--- src/hdl/pslh_cfg.svh ---
// Constants of the phase-shedding and loop-hold configuration bank.
// Assumes a 100 MHz core clock; included by the bank and the testbench.
`ifndef PSLH_CFG_SVH
`define PSLH_CFG_SVH

// Command codes
`define PSLH_OFS_SHED_LEVEL_MID   8'hc6
`define PSLH_OFS_SHED_TIMING_HYS  8'hc7
`define PSLH_OFS_DROOP_OFFSET     8'hc9
`define PSLH_OFS_DC_LOOP_HOLD     8'hcb
`define PSLH_OFS_SHED_EXIT        8'hcc
`define PSLH_OFS_OSR_TIMING       8'hcd
`define PSLH_OFS_SLOPE_BLANK      8'hce
`define PSLH_OFS_MEM_SUPPLY       8'hcf

// Writable-bit masks; clear bits are reserved
`define PSLH_MASK_SHED_LEVEL_MID  16'hffff
`define PSLH_MASK_SHED_TIMING_HYS 16'h7f0f
`define PSLH_MASK_DROOP_OFFSET    16'h003f
`define PSLH_MASK_DC_LOOP_HOLD    16'hffff
`define PSLH_MASK_SHED_EXIT       16'h01ff
`define PSLH_MASK_OSR_TIMING      16'h1fff
`define PSLH_MASK_SLOPE_BLANK     16'h0fff
`define PSLH_MASK_MEM_SUPPLY      16'h0003

// Reset values
`define PSLH_RST_SHED_LEVEL_MID   16'h0000
`define PSLH_RST_SHED_TIMING_HYS  16'h0000
`define PSLH_RST_DROOP_OFFSET     16'h0000
`define PSLH_RST_DC_LOOP_HOLD     16'h0000
`define PSLH_RST_SHED_EXIT        16'h0000
`define PSLH_RST_OSR_TIMING       16'h0000
`define PSLH_RST_SLOPE_BLANK      16'h0000
`define PSLH_RST_MEM_SUPPLY       16'h0000

// Field positions
`define PSLH_BIT_ONE_BY_ONE       8
`define PSLH_BIT_PERIOD_ADD       15
`define PSLH_BIT_UNDERVOLT_ADD    14
`define PSLH_BIT_FREQ_HOLD_EN     6
`define PSLH_BIT_PHASE_HOLD_EN    5
`define PSLH_BIT_WINDOW_HOLD_EN   4
`define PSLH_BIT_LOW_EXIT_EN      2
`define PSLH_BIT_FREQ_EXIT_EN     1
`define PSLH_BIT_OC_EXIT_EN       0
`define PSLH_BIT_DROOP_SIGN       5
`define PSLH_BIT_R2_REJECT        1
`define PSLH_BIT_R2_HALF          0

// Timing
`define PSLH_CLK_NS               10
`define PSLH_US_NS                1000
`define PSLH_STEP_US              1
`define PSLH_FULL_US              20
`define PSLH_HOLD_US              200
`define PSLH_HOLD_OFS_US          100
`define PSLH_PERIOD_LSB_NS        16'd80

// Phase counts; FULL stands for every fitted phase
`define PSLH_PH_TWO               3'h2
`define PSLH_PH_THREE             3'h3
`define PSLH_PH_FULL              3'h4

// Droop offset weights in 10 nA units
`define PSLH_DROOP_W4             13'd1300
`define PSLH_DROOP_W3             13'd648
`define PSLH_DROOP_W2             13'd324
`define PSLH_DROOP_W1             13'd162
`define PSLH_DROOP_W0             13'd81

`endif

--- src/hdl/pslh_pkg.sv ---
// Types of the phase-shedding and loop-hold configuration bank.
// Assumes pslh_cfg.svh is on the include path.
`default_nettype none
package pslh_pkg;
    typedef enum logic {PSLH_NORMAL, PSLH_EXIT_HOLD} pslh_mode_t;
    typedef logic [19:0] pslh_cnt_t;
endpackage
`default_nettype wire

--- src/hdl/pslh_bank.sv ---
// Rail 1 shedding, droop offset, loop hold and Rail 2 option bank.
// Assumes a serial-bus decoder drives the command port on clk_i and
// event pins arrive asynchronously; analog loop sits outside.
//
// Contract
// RULE1: thresholds apply only while shedding mode is 1x
// RULE2: bits 15:8 threshold to three phases, 1 A
// RULE3: bits 7:0 threshold to two phases, 1 A
// RULE4: reserved bits ignore writes, read zero
// RULE5: bit 8 selects immediate or one-by-one shedding
// RULE6: bits 14:9 step interval, 1 us
// RULE7: bits 3:0 shed hysteresis, 1 A
// RULE8: droop offset sign-magnitude, weighted bits
// RULE9: bit 15 period-triggered add sequence
// RULE10: bit 14 undervolt-triggered add sequence
// RULE11: period window holds DC and balance loops
// RULE12: bits 6:4 enable DC hold conditions
// RULE13: hold time field times 200 plus 100 us
// RULE14: full-phase minimum after exit, 20 us steps
// RULE15: bits 2:0 enable shedding exit triggers
// RULE16: reduction off-time and blanking fields
// RULE17: slope reset time when mode bit clear
// RULE18: PWM blanking between consecutive phases
// RULE19: Rail 2 rejects processor commands when set
// RULE20: Rail 2 target half of Rail 1
// RULE21: DC hold lasts minimum after last condition
`include "pslh_cfg.svh"
`default_nettype none

module pslh_bank
    import pslh_pkg::*;
#(
    parameter int unsigned CYC_PER_US = `PSLH_US_NS / `PSLH_CLK_NS
) (
    // Clock and reset
    input  wire logic               clk_i,
    input  wire logic               resetn_i,
    // Command port
    input  wire logic [7:0]         cmd_code_i,
    input  wire logic               wr_en_i,
    input  wire logic [15:0]        wr_data_i,
    output logic      [15:0]        rd_data_o,
    // Regulator state, same clock
    input  wire logic [1:0]         shed_mode_i,
    input  wire logic [7:0]         load_current_i,
    input  wire logic [15:0]        period_err_ns_i,
    input  wire logic               dcm_i,
    input  wire logic               slope_mode_i,
    input  wire logic [7:0]         rail1_vid_i,
    input  wire logic [7:0]         rail2_vid_i,
    // Event pins, asynchronous
    input  wire logic               fb_below_low_i,
    input  wire logic               freq_limit_i,
    input  wire logic               phase_oc_i,
    input  wire logic               fb_out_window_i,
    // Shedding and loop control
    output logic      [2:0]         phase_count_o,
    output logic                    dc_hold_o,
    output logic                    cb_hold_o,
    output logic                    period_add_direct_o,
    output logic                    undervolt_add_direct_o,
    output logic signed [12:0]      droop_offset_o,
    // Timing fields
    output logic      [5:0]         osr_min_off_o,
    output logic      [6:0]         osr_blank_o,
    output logic      [5:0]         slope_reset_o,
    output logic      [5:0]         pwm_blank_o,
    // Rail 2
    output logic                    rail2_reject_o,
    output logic      [7:0]         rail2_target_o
);

    ////////////////////////////////////////////////////////////////////
    typedef struct packed {
        logic [15:0]        lvl;
        logic [15:0]        shset;
        logic [15:0]        droop;
        logic [15:0]        dcl;
        logic [15:0]        exitc;
        logic [15:0]        overshoot_reduction;
        logic [15:0]        blank;
        logic [15:0]        ddr;
        logic [2:0]         s_low;
        logic [2:0]         s_fs;
        logic [2:0]         s_oc;
        logic [2:0]         s_win;
        logic               f_low;
        logic               f_fs;
        logic               f_oc;
        logic               f_win;
        pslh_mode_t         mode;
        logic [2:0]         phases;
        pslh_cnt_t          step_cnt;
        pslh_cnt_t          full_cnt;
        pslh_cnt_t          hold_cnt;
        logic               dc_hold;
        logic               cb_hold;
        logic signed [12:0] droop_out;
        logic [15:0]        rd;
        logic [7:0]         r2_target;
        logic [5:0]         slope_rst;
    } pslh_state_t;

    pslh_state_t st;
    pslh_state_t next_st;

    ////////////////////////////////////////////////////////////////////
    function automatic logic [2:0] shed_target(
        input logic [7:0]  cur,
        input logic [15:0] lvl
    );
        if (cur < lvl[7:0])
            return `PSLH_PH_TWO;    // RULE3
        if (cur < lvl[15:8])
            return `PSLH_PH_THREE;  // RULE2
        return `PSLH_PH_FULL;
    endfunction

    function automatic pslh_cnt_t us_cycles(input logic [31:0] us);
        logic [31:0] prod;
        prod = us * CYC_PER_US;
        return prod[19:0];
    endfunction

    // Second and third stage agreeing marks a settled level
    function automatic logic settle(input logic [2:0] s, input logic f);
        return (s[1] == s[2]) ? s[2] : f;
    endfunction

    function automatic logic signed [12:0] droop_value(
        input logic [5:0] c
    );
        logic [12:0] mag;
        mag = (c[4] ? `PSLH_DROOP_W4 : 13'h0)
            + (c[3] ? `PSLH_DROOP_W3 : 13'h0)
            + (c[2] ? `PSLH_DROOP_W2 : 13'h0)
            + (c[1] ? `PSLH_DROOP_W1 : 13'h0)
            + (c[0] ? `PSLH_DROOP_W0 : 13'h0);
        return c[`PSLH_BIT_DROOP_SIGN] ? -$signed(mag)
                                        : $signed(mag); // RULE8
    endfunction

    ////////////////////////////////////////////////////////////////////
    logic        aps_en;
    logic [2:0]  tgt_dn;
    logic [2:0]  tgt_up;
    logic [7:0]  cur_hys;
    logic        exit_evt;
    logic        prd_ok;
    logic        hold_cond;
    logic [15:0] win_ns;
    logic [15:0] wmask;

    always_comb begin
        next_st = st;
        // Synchronisers: stage 0 feeds stage 1 only
        next_st.s_low = {st.s_low[1:0], fb_below_low_i};
        next_st.s_fs  = {st.s_fs[1:0], freq_limit_i};
        next_st.s_oc  = {st.s_oc[1:0], phase_oc_i};
        next_st.s_win = {st.s_win[1:0], fb_out_window_i};
        next_st.f_low = settle(st.s_low, st.f_low);
        next_st.f_fs  = settle(st.s_fs, st.f_fs);
        next_st.f_oc  = settle(st.s_oc, st.f_oc);
        next_st.f_win = settle(st.s_win, st.f_win);
        // Register writes; reserved bits never store
        unique case (cmd_code_i)
            `PSLH_OFS_SHED_LEVEL_MID:  wmask = `PSLH_MASK_SHED_LEVEL_MID;
            `PSLH_OFS_SHED_TIMING_HYS: wmask = `PSLH_MASK_SHED_TIMING_HYS;
            `PSLH_OFS_DROOP_OFFSET:    wmask = `PSLH_MASK_DROOP_OFFSET;
            `PSLH_OFS_DC_LOOP_HOLD:    wmask = `PSLH_MASK_DC_LOOP_HOLD;
            `PSLH_OFS_SHED_EXIT:       wmask = `PSLH_MASK_SHED_EXIT;
            `PSLH_OFS_OSR_TIMING:      wmask = `PSLH_MASK_OSR_TIMING;
            `PSLH_OFS_SLOPE_BLANK:     wmask = `PSLH_MASK_SLOPE_BLANK;
            `PSLH_OFS_MEM_SUPPLY:      wmask = `PSLH_MASK_MEM_SUPPLY;
            default:                   wmask = 16'h0000;
        endcase
        if (wr_en_i) begin
            unique case (cmd_code_i)
                `PSLH_OFS_SHED_LEVEL_MID:  next_st.lvl   = wr_data_i & wmask;
                `PSLH_OFS_SHED_TIMING_HYS: next_st.shset = wr_data_i & wmask;
                `PSLH_OFS_DROOP_OFFSET:    next_st.droop = wr_data_i & wmask;
                `PSLH_OFS_DC_LOOP_HOLD:    next_st.dcl   = wr_data_i & wmask;
                `PSLH_OFS_SHED_EXIT:       next_st.exitc = wr_data_i & wmask;
                `PSLH_OFS_OSR_TIMING:      next_st.overshoot_reduction   = wr_data_i & wmask;
                `PSLH_OFS_SLOPE_BLANK:     next_st.blank = wr_data_i & wmask;
                `PSLH_OFS_MEM_SUPPLY:      next_st.ddr   = wr_data_i & wmask;
                default: ;
            endcase
        end // RULE4

        // Reads show stored bits; unmapped codes read zero
        unique case (cmd_code_i)
            `PSLH_OFS_SHED_LEVEL_MID:  next_st.rd = st.lvl;
            `PSLH_OFS_SHED_TIMING_HYS: next_st.rd = st.shset;
            `PSLH_OFS_DROOP_OFFSET:    next_st.rd = st.droop;
            `PSLH_OFS_DC_LOOP_HOLD:    next_st.rd = st.dcl;
            `PSLH_OFS_SHED_EXIT:       next_st.rd = st.exitc;
            `PSLH_OFS_OSR_TIMING:      next_st.rd = st.overshoot_reduction;
            `PSLH_OFS_SLOPE_BLANK:     next_st.rd = st.blank;
            `PSLH_OFS_MEM_SUPPLY:      next_st.rd = st.ddr;
            default:                   next_st.rd = 16'h0000;
        endcase

        // Shedding target with hysteresis on the way back up
        aps_en  = shed_mode_i[1]; // RULE1
        cur_hys = (load_current_i > {4'h0, st.shset[3:0]})
                ? load_current_i - {4'h0, st.shset[3:0]} : 8'h00; // RULE7
        tgt_dn  = shed_target(load_current_i, st.lvl);
        tgt_up  = shed_target(cur_hys, st.lvl);
        exit_evt = (st.exitc[`PSLH_BIT_LOW_EXIT_EN] && st.f_low)
                 || (st.exitc[`PSLH_BIT_FREQ_EXIT_EN] && st.f_fs)
                 || (st.exitc[`PSLH_BIT_OC_EXIT_EN] && st.f_oc); // RULE15
        if (st.step_cnt != '0)
            next_st.step_cnt = st.step_cnt - 20'h1;
        if (st.full_cnt != '0)
            next_st.full_cnt = st.full_cnt - 20'h1;
        if (!aps_en) begin
            next_st.phases = `PSLH_PH_FULL; // RULE1
            next_st.mode   = PSLH_NORMAL;
        end else if (exit_evt) begin
            // A fresh trigger during the hold restarts the minimum
            next_st.phases   = `PSLH_PH_FULL;
            next_st.mode     = PSLH_EXIT_HOLD;
            next_st.full_cnt = us_cycles(32'(st.exitc[8:3])
                                         * `PSLH_FULL_US); // RULE14
        end else begin
            unique case (st.mode)
                PSLH_EXIT_HOLD: begin
                    next_st.phases = `PSLH_PH_FULL;
                    if (st.full_cnt == '0)
                        next_st.mode = PSLH_NORMAL;
                end
                PSLH_NORMAL: begin
                    if (tgt_up > st.phases) begin
                        next_st.phases = tgt_up;
                    end else if (tgt_dn < st.phases) begin
                        if (!st.shset[`PSLH_BIT_ONE_BY_ONE]) begin
                            next_st.phases = tgt_dn; // RULE5
                        end else if (st.step_cnt == '0) begin
                            next_st.phases   = st.phases - 3'h1; // RULE5
                            next_st.step_cnt = us_cycles(
                                32'(st.shset[14:9]) * `PSLH_STEP_US);
                        end // RULE6
                    end
                end
            endcase
        end

        // Loop hold; only the period window is gated off in discontinuous conduction
        win_ns  = {9'h000, st.dcl[13:7]} * `PSLH_PERIOD_LSB_NS;
        prd_ok  = st.dcl[`PSLH_BIT_FREQ_HOLD_EN] && !dcm_i
                && (period_err_ns_i <= win_ns); // RULE11
        hold_cond = prd_ok
            || (st.dcl[`PSLH_BIT_PHASE_HOLD_EN]
                && (next_st.phases != st.phases))
            || (st.dcl[`PSLH_BIT_WINDOW_HOLD_EN] && st.f_win); // RULE12
        next_st.cb_hold = prd_ok; // RULE11
        if (hold_cond)
            next_st.hold_cnt = us_cycles(32'(st.dcl[3:0]) * `PSLH_HOLD_US
                                         + `PSLH_HOLD_OFS_US); // RULE13
        else if (st.hold_cnt != '0)
            next_st.hold_cnt = st.hold_cnt - 20'h1;
        next_st.dc_hold = hold_cond || (st.hold_cnt > 20'h1); // RULE21
        next_st.droop_out = droop_value(st.droop[5:0]);
        next_st.slope_rst = slope_mode_i ? 6'h00 : st.blank[11:6]; // RULE17
        next_st.r2_target = st.ddr[`PSLH_BIT_R2_HALF]
                          ? {1'b0, rail1_vid_i[7:1]} : rail2_vid_i; // RULE20
    end

    always_ff @(posedge clk_i or negedge resetn_i) begin
        if (!resetn_i) begin
            st       <= '0;
            st.lvl   <= `PSLH_RST_SHED_LEVEL_MID;
            st.shset <= `PSLH_RST_SHED_TIMING_HYS;
            st.droop <= `PSLH_RST_DROOP_OFFSET;
            st.dcl   <= `PSLH_RST_DC_LOOP_HOLD;
            st.exitc <= `PSLH_RST_SHED_EXIT;
            st.overshoot_reduction   <= `PSLH_RST_OSR_TIMING;
            st.blank <= `PSLH_RST_SLOPE_BLANK;
            st.ddr   <= `PSLH_RST_MEM_SUPPLY;
            st.mode  <= PSLH_NORMAL;
            st.phases <= `PSLH_PH_FULL;
        end else begin
            st <= next_st;
        end
    end

    ////////////////////////////////////////////////////////////////////
    // Field outputs; the slope reset only counts with the mode bit clear
    assign rd_data_o              = st.rd;
    assign phase_count_o          = st.phases;
    assign dc_hold_o              = st.dc_hold;
    assign cb_hold_o              = st.cb_hold;
    assign period_add_direct_o    = st.dcl[`PSLH_BIT_PERIOD_ADD]; // RULE9
    assign undervolt_add_direct_o = st.dcl[`PSLH_BIT_UNDERVOLT_ADD]; // RULE10
    assign droop_offset_o         = st.droop_out;
    assign osr_min_off_o          = st.overshoot_reduction[12:7]; // RULE16
    assign osr_blank_o            = st.overshoot_reduction[6:0]; // RULE16
    assign slope_reset_o          = st.slope_rst;
    assign pwm_blank_o            = st.blank[5:0]; // RULE18
    assign rail2_reject_o         = st.ddr[`PSLH_BIT_R2_REJECT]; // RULE19
    assign rail2_target_o         = st.r2_target;

    ////////////////////////////////////////////////////////////////////
    property p_resv_zero; // RULE4
        @(posedge clk_i) disable iff (!resetn_i)
        ((st.shset & ~`PSLH_MASK_SHED_TIMING_HYS) == 16'h0)
        && ((st.exitc & ~`PSLH_MASK_SHED_EXIT) == 16'h0)
        && ((st.ddr & ~`PSLH_MASK_MEM_SUPPLY) == 16'h0);
    endproperty
    a_resv_zero: assert property (p_resv_zero)
        else $error("reserved bit stored");
    property p_aps_off_full; // RULE1
        @(posedge clk_i) disable iff (!resetn_i)
        !shed_mode_i[1] |=> phase_count_o == `PSLH_PH_FULL;
    endproperty
    a_aps_off_full: assert property (p_aps_off_full)
        else $error("phases shed while shedding disabled");
    property p_one_step; // RULE5
        @(posedge clk_i) disable iff (!resetn_i)
        $past(st.shset[`PSLH_BIT_ONE_BY_ONE]) && st.mode == PSLH_NORMAL
        && phase_count_o < $past(phase_count_o)
        |-> phase_count_o + 3'h1 == $past(phase_count_o);
    endproperty
    a_one_step: assert property (p_one_step)
        else $error("more than one phase dropped at once");
    property p_cb_no_dcm; // RULE11
        @(posedge clk_i) disable iff (!resetn_i)
        cb_hold_o |-> !$past(dcm_i);
    endproperty
    a_cb_no_dcm: assert property (p_cb_no_dcm)
        else $error("balance hold in discontinuous mode");
    property p_half_track; // RULE20
        @(posedge clk_i) disable iff (!resetn_i)
        st.ddr[`PSLH_BIT_R2_HALF]
        |=> rail2_target_o == {1'b0, $past(rail1_vid_i[7:1])};
    endproperty
    a_half_track: assert property (p_half_track)
        else $error("rail 2 not at half of rail 1");
    property p_reject_wr; // RULE19
        @(posedge clk_i) disable iff (!resetn_i)
        wr_en_i && cmd_code_i == `PSLH_OFS_MEM_SUPPLY
        |=> rail2_reject_o == $past(wr_data_i[`PSLH_BIT_R2_REJECT]);
    endproperty
    a_reject_wr: assert property (p_reject_wr)
        else $error("reject bit did not follow write");
    property p_exit_full; // RULE15
        @(posedge clk_i) disable iff (!resetn_i)
        shed_mode_i[1] && st.f_oc && st.exitc[`PSLH_BIT_OC_EXIT_EN]
        |=> phase_count_o == `PSLH_PH_FULL && st.mode == PSLH_EXIT_HOLD;
    endproperty
    a_exit_full: assert property (p_exit_full)
        else $error("overcurrent exit did not restore all phases");
    property p_hold_min; // RULE21
        @(posedge clk_i) disable iff (!resetn_i)
        $fell(dc_hold_o) |-> $past(st.hold_cnt) <= 20'h1;
    endproperty
    a_hold_min: assert property (p_hold_min)
        else $error("loop hold released early");
    property p_droop_sign; // RULE8
        @(posedge clk_i) disable iff (!resetn_i)
        st.droop[5] && st.droop[4:0] != 5'h0 |=> droop_offset_o < 0;
    endproperty
    a_droop_sign: assert property (p_droop_sign)
        else $error("negative droop offset not negative");

endmodule

`default_nettype wire

--- config.mk ---
export PLATFORM = sky130hd
export DESIGN_NAME = pslh_bank
export DESIGN_NICKNAME = d
export VERILOG_FILES = /design/src/hdl/pslh_pkg.sv /design/src/hdl/pslh_bank.sv
export VERILOG_INCLUDE_DIRS = /design/src /design/src/hdl
export SDC_FILE = /design/constraint.sdc
export NUM_CORES = 1
export LEC_CHECK = 0
export ABC_AREA = 1
export CAP_MARGIN = 25
export CORE_MARGIN = 1
export CORE_UTILIZATION = 50
export CTS_CLUSTER_SIZE = 30
export DETAILED_ROUTE_END_ITERATION = 10
export DONT_BUFFER_PORTS = 1
export GPL_TIMING_DRIVEN = 1
export PLACE_DENSITY = 0.68
export SYNTH_ARGS = -nofsm -noshare
export SYNTH_HDL_FRONTEND = slang
export SYNTH_SLANG_ARGS = --single-unit
--- constraint.sdc ---
create_clock -name clk_i -period 4.1 [get_ports clk_i]
set_input_delay 0.205 -clock clk_i [delete_from_list [all_inputs] [get_ports clk_i]]
set_output_delay 0.205 -clock clk_i [all_outputs]
set_load 0.01 [all_outputs]
-- After elaboration in Yosys (flattened, before gate mapping)
Cells that the tools add are included.
- input bits: 75
- word-level logic and storage cells: 140
- output and inout port bits: 70
- register bits: 253
- add/sub/neg operators: 11
- $mul: 6
- bitwise operators: 2
- multiplexer cells: 44
- equality and inequality tests: 13
- reductions and logical operators: 28
- $lt $le $gt $ge: 9
- operator list (cell ; count):
    $mux W20 ; 9
    $pmux W16 S8 ; 1
    $pmux W16 S7 ; 1
    $eq A8 B8 Y1 const B ; 8
    $reduce_bool A20 Y1 ; 3
    $sub A20 B1 Y20 const B ; 3
    $mux W23 ; 2
    $logic_not A20 Y1 ; 2
    $mux W40 ; 1
    $lt A8 B8 Y1 ; 4
    $mux W3 ; 10
    $mux W8 ; 3
    $gt A20 B1 Y1 const B ; 1
    $mul A13 B5 Y18 const B ; 1
    $and A16 B16 Y16 ; 1
    $le A16 B14 Y1 ; 1
    $reduce_and A2 Y1 ; 8
    $mul A9 B5 Y14 const B ; 1
    $add A12 B7 Y13 const B ; 1
    $add A12 B9 Y13 ; 1
    $add A13 B7 Y13 ; 1
    $add A13 B8 Y13 ; 1
    $mux W13 ; 1
    $neg A13 Y13 ; 1
    other kinds (26) ; 47

-- Longest topological paths before layout
- depth after elaboration: 17
- mapped depth: 37
- depth with buffers taken out: 36

-- Worst setup path before layout
Ideal clock, no wire load.
- kind: reg-to-reg
- start point: register st[189] (netlist bit)
- end point: register st[62] (netlist bit)
- cell stages (with the launch flop): 22
- data required time: 4.029 ns
- buffers on the path: 0
- slack: -0.279 ns
- period minus slack after synthesis: 4.379 ns
- library setup time: 0.071 ns
- data arrival time: 4.308 ns
- cell sequence: dfrtp_1 ha_1 inv_1 ha_1 inv_1 fa_1 inv_1 nand3b_1 xnor2_1 ha_1 ha_1 inv_1 fa_1 inv_1 ha_1 nand2_1 o21ai_0 a21oi_1 o21ai_0 xor2_1 a21oi_1 nor2_1
- cells in the longest elaborated chain, start to end: 4
- ends and longest elaborated chain (what ; line ; RTL):
    start: declaration ; pslh_bank.sv:104 ; pslh_state_t st;
    start signal: assignment ; pslh_bank.sv:284 ; st <= next_st;
    $mul A4 B5 Y9 (no source line) ; - ;
    $add A12 B7 Y13 (no source line) ; - ;
    $mul A13 B5 Y18 ; pslh_bank.sv:121 ; prod = us * CYC_PER_US;
    $mux W20 ; pslh_bank.sv:258 ; if (hold_cond)
No other way between the ends.
A chain may end at the register's enable or synchronous reset.

==> results_dict.tcl <==
set metrics [dict create \
    vias 13142 \
    synthTopCellsByCount "400 x nand2_1, 273 x inv_1, 252 x dfrtp_1, 175 x ha_1, 164 x nor2_1" \
    setup_viol 24 \
    skew_ns 0.01311 \
    cts_htree_levels 1 \
    drive_gt1_frac 0.1533 \
    synth.top_cells.by_area "dfrtp_1 39%, ha_1 13%, nand2_1 9.2%" \
    io_pins 145 \
    timing.critical_path.slowest_stage_cell "dfrtp_1" \
    yosysUniqueCellTypes 60 \
    clk_pin_slew_ns 0.06 \
    hold_viol_final 253 \
    stdcell_count 2486 \
    cpPeakStageDelay_ns 0.38 \
    cp-end-kind "flip-flop" \
    synthesis.yosys.warnings 0 \
    critPathMostFrequentCell "nand2_2" \
    cts_tree "yes" \
    final_nets 2290 \
    wl_per_cell_um 16.88 \
    worstSkewPairLatency_ns 0.55 \
    crit_required_ns 4.54 \
    cts-root-buf "clkbuf_16" \
    synth_top_area_frac 0.3880 \
    power_density_cells_nw_per_um2 343.8 \
    synth-edff-count 0 \
    cts-buffers-inserted 28 \
    worst_slack_ns -0.3823 \
    overflow 0 \
    place_inst 2379 \
    die_w_um 182.3 \
    hpwl_after_detailed_placement_um 30400 \
    synthesis.instances 1945 \
    initial_core_util 0.5112 \
    grt_antenna_before_repair 1 \
    post-synth-top-count-cell "nand2_1" \
    timing_worst_slew_pin_value_ns 0.8806 \
    crit_path_start_kind "flip-flop" \
    detail_route.vias_per_cell 5.286 \
    drt_drc_violations_left 0 \
    max-vdd-ir-drop_uv 352.5 \
    area_growth_pct 17.08 \
    timing_worst_setup_path_type "flip-flop to flip-flop" \
    critical_path_arrival_ns 4.92 \
    synth_seq_cells 253 \
    unrepaired_setup_endpoints_after_global_routing "yes" \
    overall_die_height_um 182.3 \
    dominant_synthesized_flop_cell "dfrtp_1" \
    cts_hold_buffers 37 \
    detail_route.iter0.violations 803 \
    rows 65 \
    timing.max_slew.rel_slack 0.4115 \
    synthesis.area_per_instance_um2 8.357 \
    path_max_fanout 7 \
    maximum_number_of_pins_on_one_net_before_global_route_repair 254 \
    floorplan.die_area_um2 33230 \
    run_status "finished, violations left" \
    fmax_mhz 223.1 \
    netlist_area_um2 16250 \
    portBuffers 0 \
    synth.yosys.seq_area_share 0.3896 \
    maxCapViolCount 0 \
    failed_checks "hold timing, setup timing" \
    clkSinkCount 253 \
    detail_route.wirelength_um 41970 \
    clockBufferDepth 3 \
    final_period_util 1.093 \
    number_of_detailed_route_iterations_in_the_first_pass 6 \
    hp-class "input port to async pin" \
    final-max-slew-violation-count 0 \
    postRouteAntennaNets 0 \
    fp.coreArea_um2 31800 \
    ys_async_sr_fraction 1.000 \
    synth_largest_area_cell "dfrtp_1" \
    postSynthNetCount 2209 \
    grt_pass1_wl_um 66950 \
    global_router_s_overall_resource_usage 0.2536 \
    num-fill-cells 2701 \
    routabilityCongestion 0.8846 \
    number_of_global_route_vias_before_repair 13228 \
    finalCriticalPeriod_ns 4.482 \
    timing.hold.ws_ns -0.6404 \
    setup-tns-final_ns -6.765 \
    cellLeakagePower_nw 9.615 \
]
==> per-layer routing <==
| metal | share of wire | GRT usage | wire (µm) | vias to the layer above |
|---|---|---|---|---|
| met5 | 0 | 0 | 0 | - |
| met4 | 0.026 | 0.08034 | 1085 | 0 |
| met3 | 0.075 | 0.06206 | 3128 | 78 |
| met2 | 0.49 | 0.4360 | 20400 | 359 |
| met1 | 0.41 | 0.3132 | 17360 | 6268 |
| li1 | - | - | - | 6437 |
==> power by group <==
group	switching, mW	total (mW)	internal, mW
clock network	1.07	2.70	1.63
registers	0.178	2.84	2.66
logic	0.555	1.00	0.445
total	1.80	6.54	4.74
==> worst max-delay path: cells and delay by family, from the launching register on <==
family	cells	cell delay (ns)
AOI/OAI and AO/OA	5	0.88
adders and majority gates	3	0.77
buffers and inverters	5	0.52
DFF	1	0.38
and+or+nand+nor	21	1.80
==> repair_timing <==
action | in CTS | in global routing
pin swaps | 7 | 39
endpoints found under the hold margin | 313 | 253
cloned | 1 | 1
setup endpoints to repair | 36 | 41
gates resized for setup | 28 | 66
buffers inserted | 5 | 7
==> cells in the final DEF (no fill, tap or decap), drive strengths merged, types with 7 or more instances in the layout <==
| master | count |
|---|---|
| buf | 111 |
| nand2 | 413 |
| inv | 280 |
| a21oi | 84 |
| ha | 175 |
| mux2 | 7 |
| nand3 | 62 |
| nor2 | 168 |
| a22o | 7 |
| o21ai | 134 |
| clkinv | 8 |
| clkbuf | 35 |
| dfrtp | 252 |
| xnor2 | 32 |
| a221oi | 19 |
| or2 | 9 |
| dlygate4sd3 | 37 |
| nand4 | 29 |
| nor4 | 13 |
| nor3 | 36 |
| o21bai | 7 |
| xor2 | 58 |
| fa | 14 |
==> state kept, by name (all words and copies together), names as in the netlist, 3 cells and up <==
| register | flops |
|---|---|
| st | 175 |
| rd_data_o | 16 |
| droop_offset_o | 13 |
| next_st | 8 |
| rail2_target_o | 8 |
| osr_blank_o | 7 |
| osr_min_off_o | 6 |
| pwm_blank_o | 6 |
| slope_reset_o | 6 |
| phase_count_o | 3 |
==> metrics by stage <==
| stage | total power [mW] | area [µm²] | utilization | worst slack, ns |
|---|---|---|---|---|
| finish | 6.543 | 19030 | 0.5985 | -0.3823 |
| global route | 6.847 | 19020 | 0.5982 | -0.7022 |
| CTS | 6.513 | 18630 | 0.5860 | -0.3190 |
| detailed placement | 3.721 | 17110 | 0.5380 | -0.5030 |
| global placement | 3.686 | 17080 | 0.5371 | -0.2462 |
| floorplan | 3.544 | 16440 | - | -0.006034 |
==> cell families after synthesis <==
family                   after synthesis  synth area share
flip-flops                           253            0.3896
AO/OA/AOI/OAI                        284            0.1008
AND/OR/NAND/NOR                      737            0.1968
XOR/XNOR                              90           0.04850
multiplexers                           9          0.006081
buffers and inverters                379            0.1039
adder cells (fa/ha/maj)              193            0.1544
==> final timing paths <==
check / startpoint / cells after the start / slack [ns] / to
min reg2reg: next_st[120] / 0 / 0.35 / next_st[121]
min: resetn_i / 0 / -0.64 / st[98]
max: st[223] / 34 / -0.38 / st[61]
max in group asynchronous: resetn_i / 0 / 4.15 / st[179]
max reg2reg: st[223] / 34 / -0.38 / st[61]
min in group clk_i: wr_data_i[2] / 2 / 0.02 / osr_blank_o[2]
==> final cells by class <==
type,instances,area (µm²),area share
Clock inverter,17,235.2,0.01236
Antenna cell,3,7.507,0.0003945
Inverter,280,1055,0.05542
Sequential cell,253,6336,0.3329
Timing Repair Buffer,148,1269,0.06667
Clock buffer,35,758.2,0.03984
Multi-Input combinational cell,1315,8826,0.4638
Tap cell,435,544.3,0.02860
(Power assumes the default switching activity.)
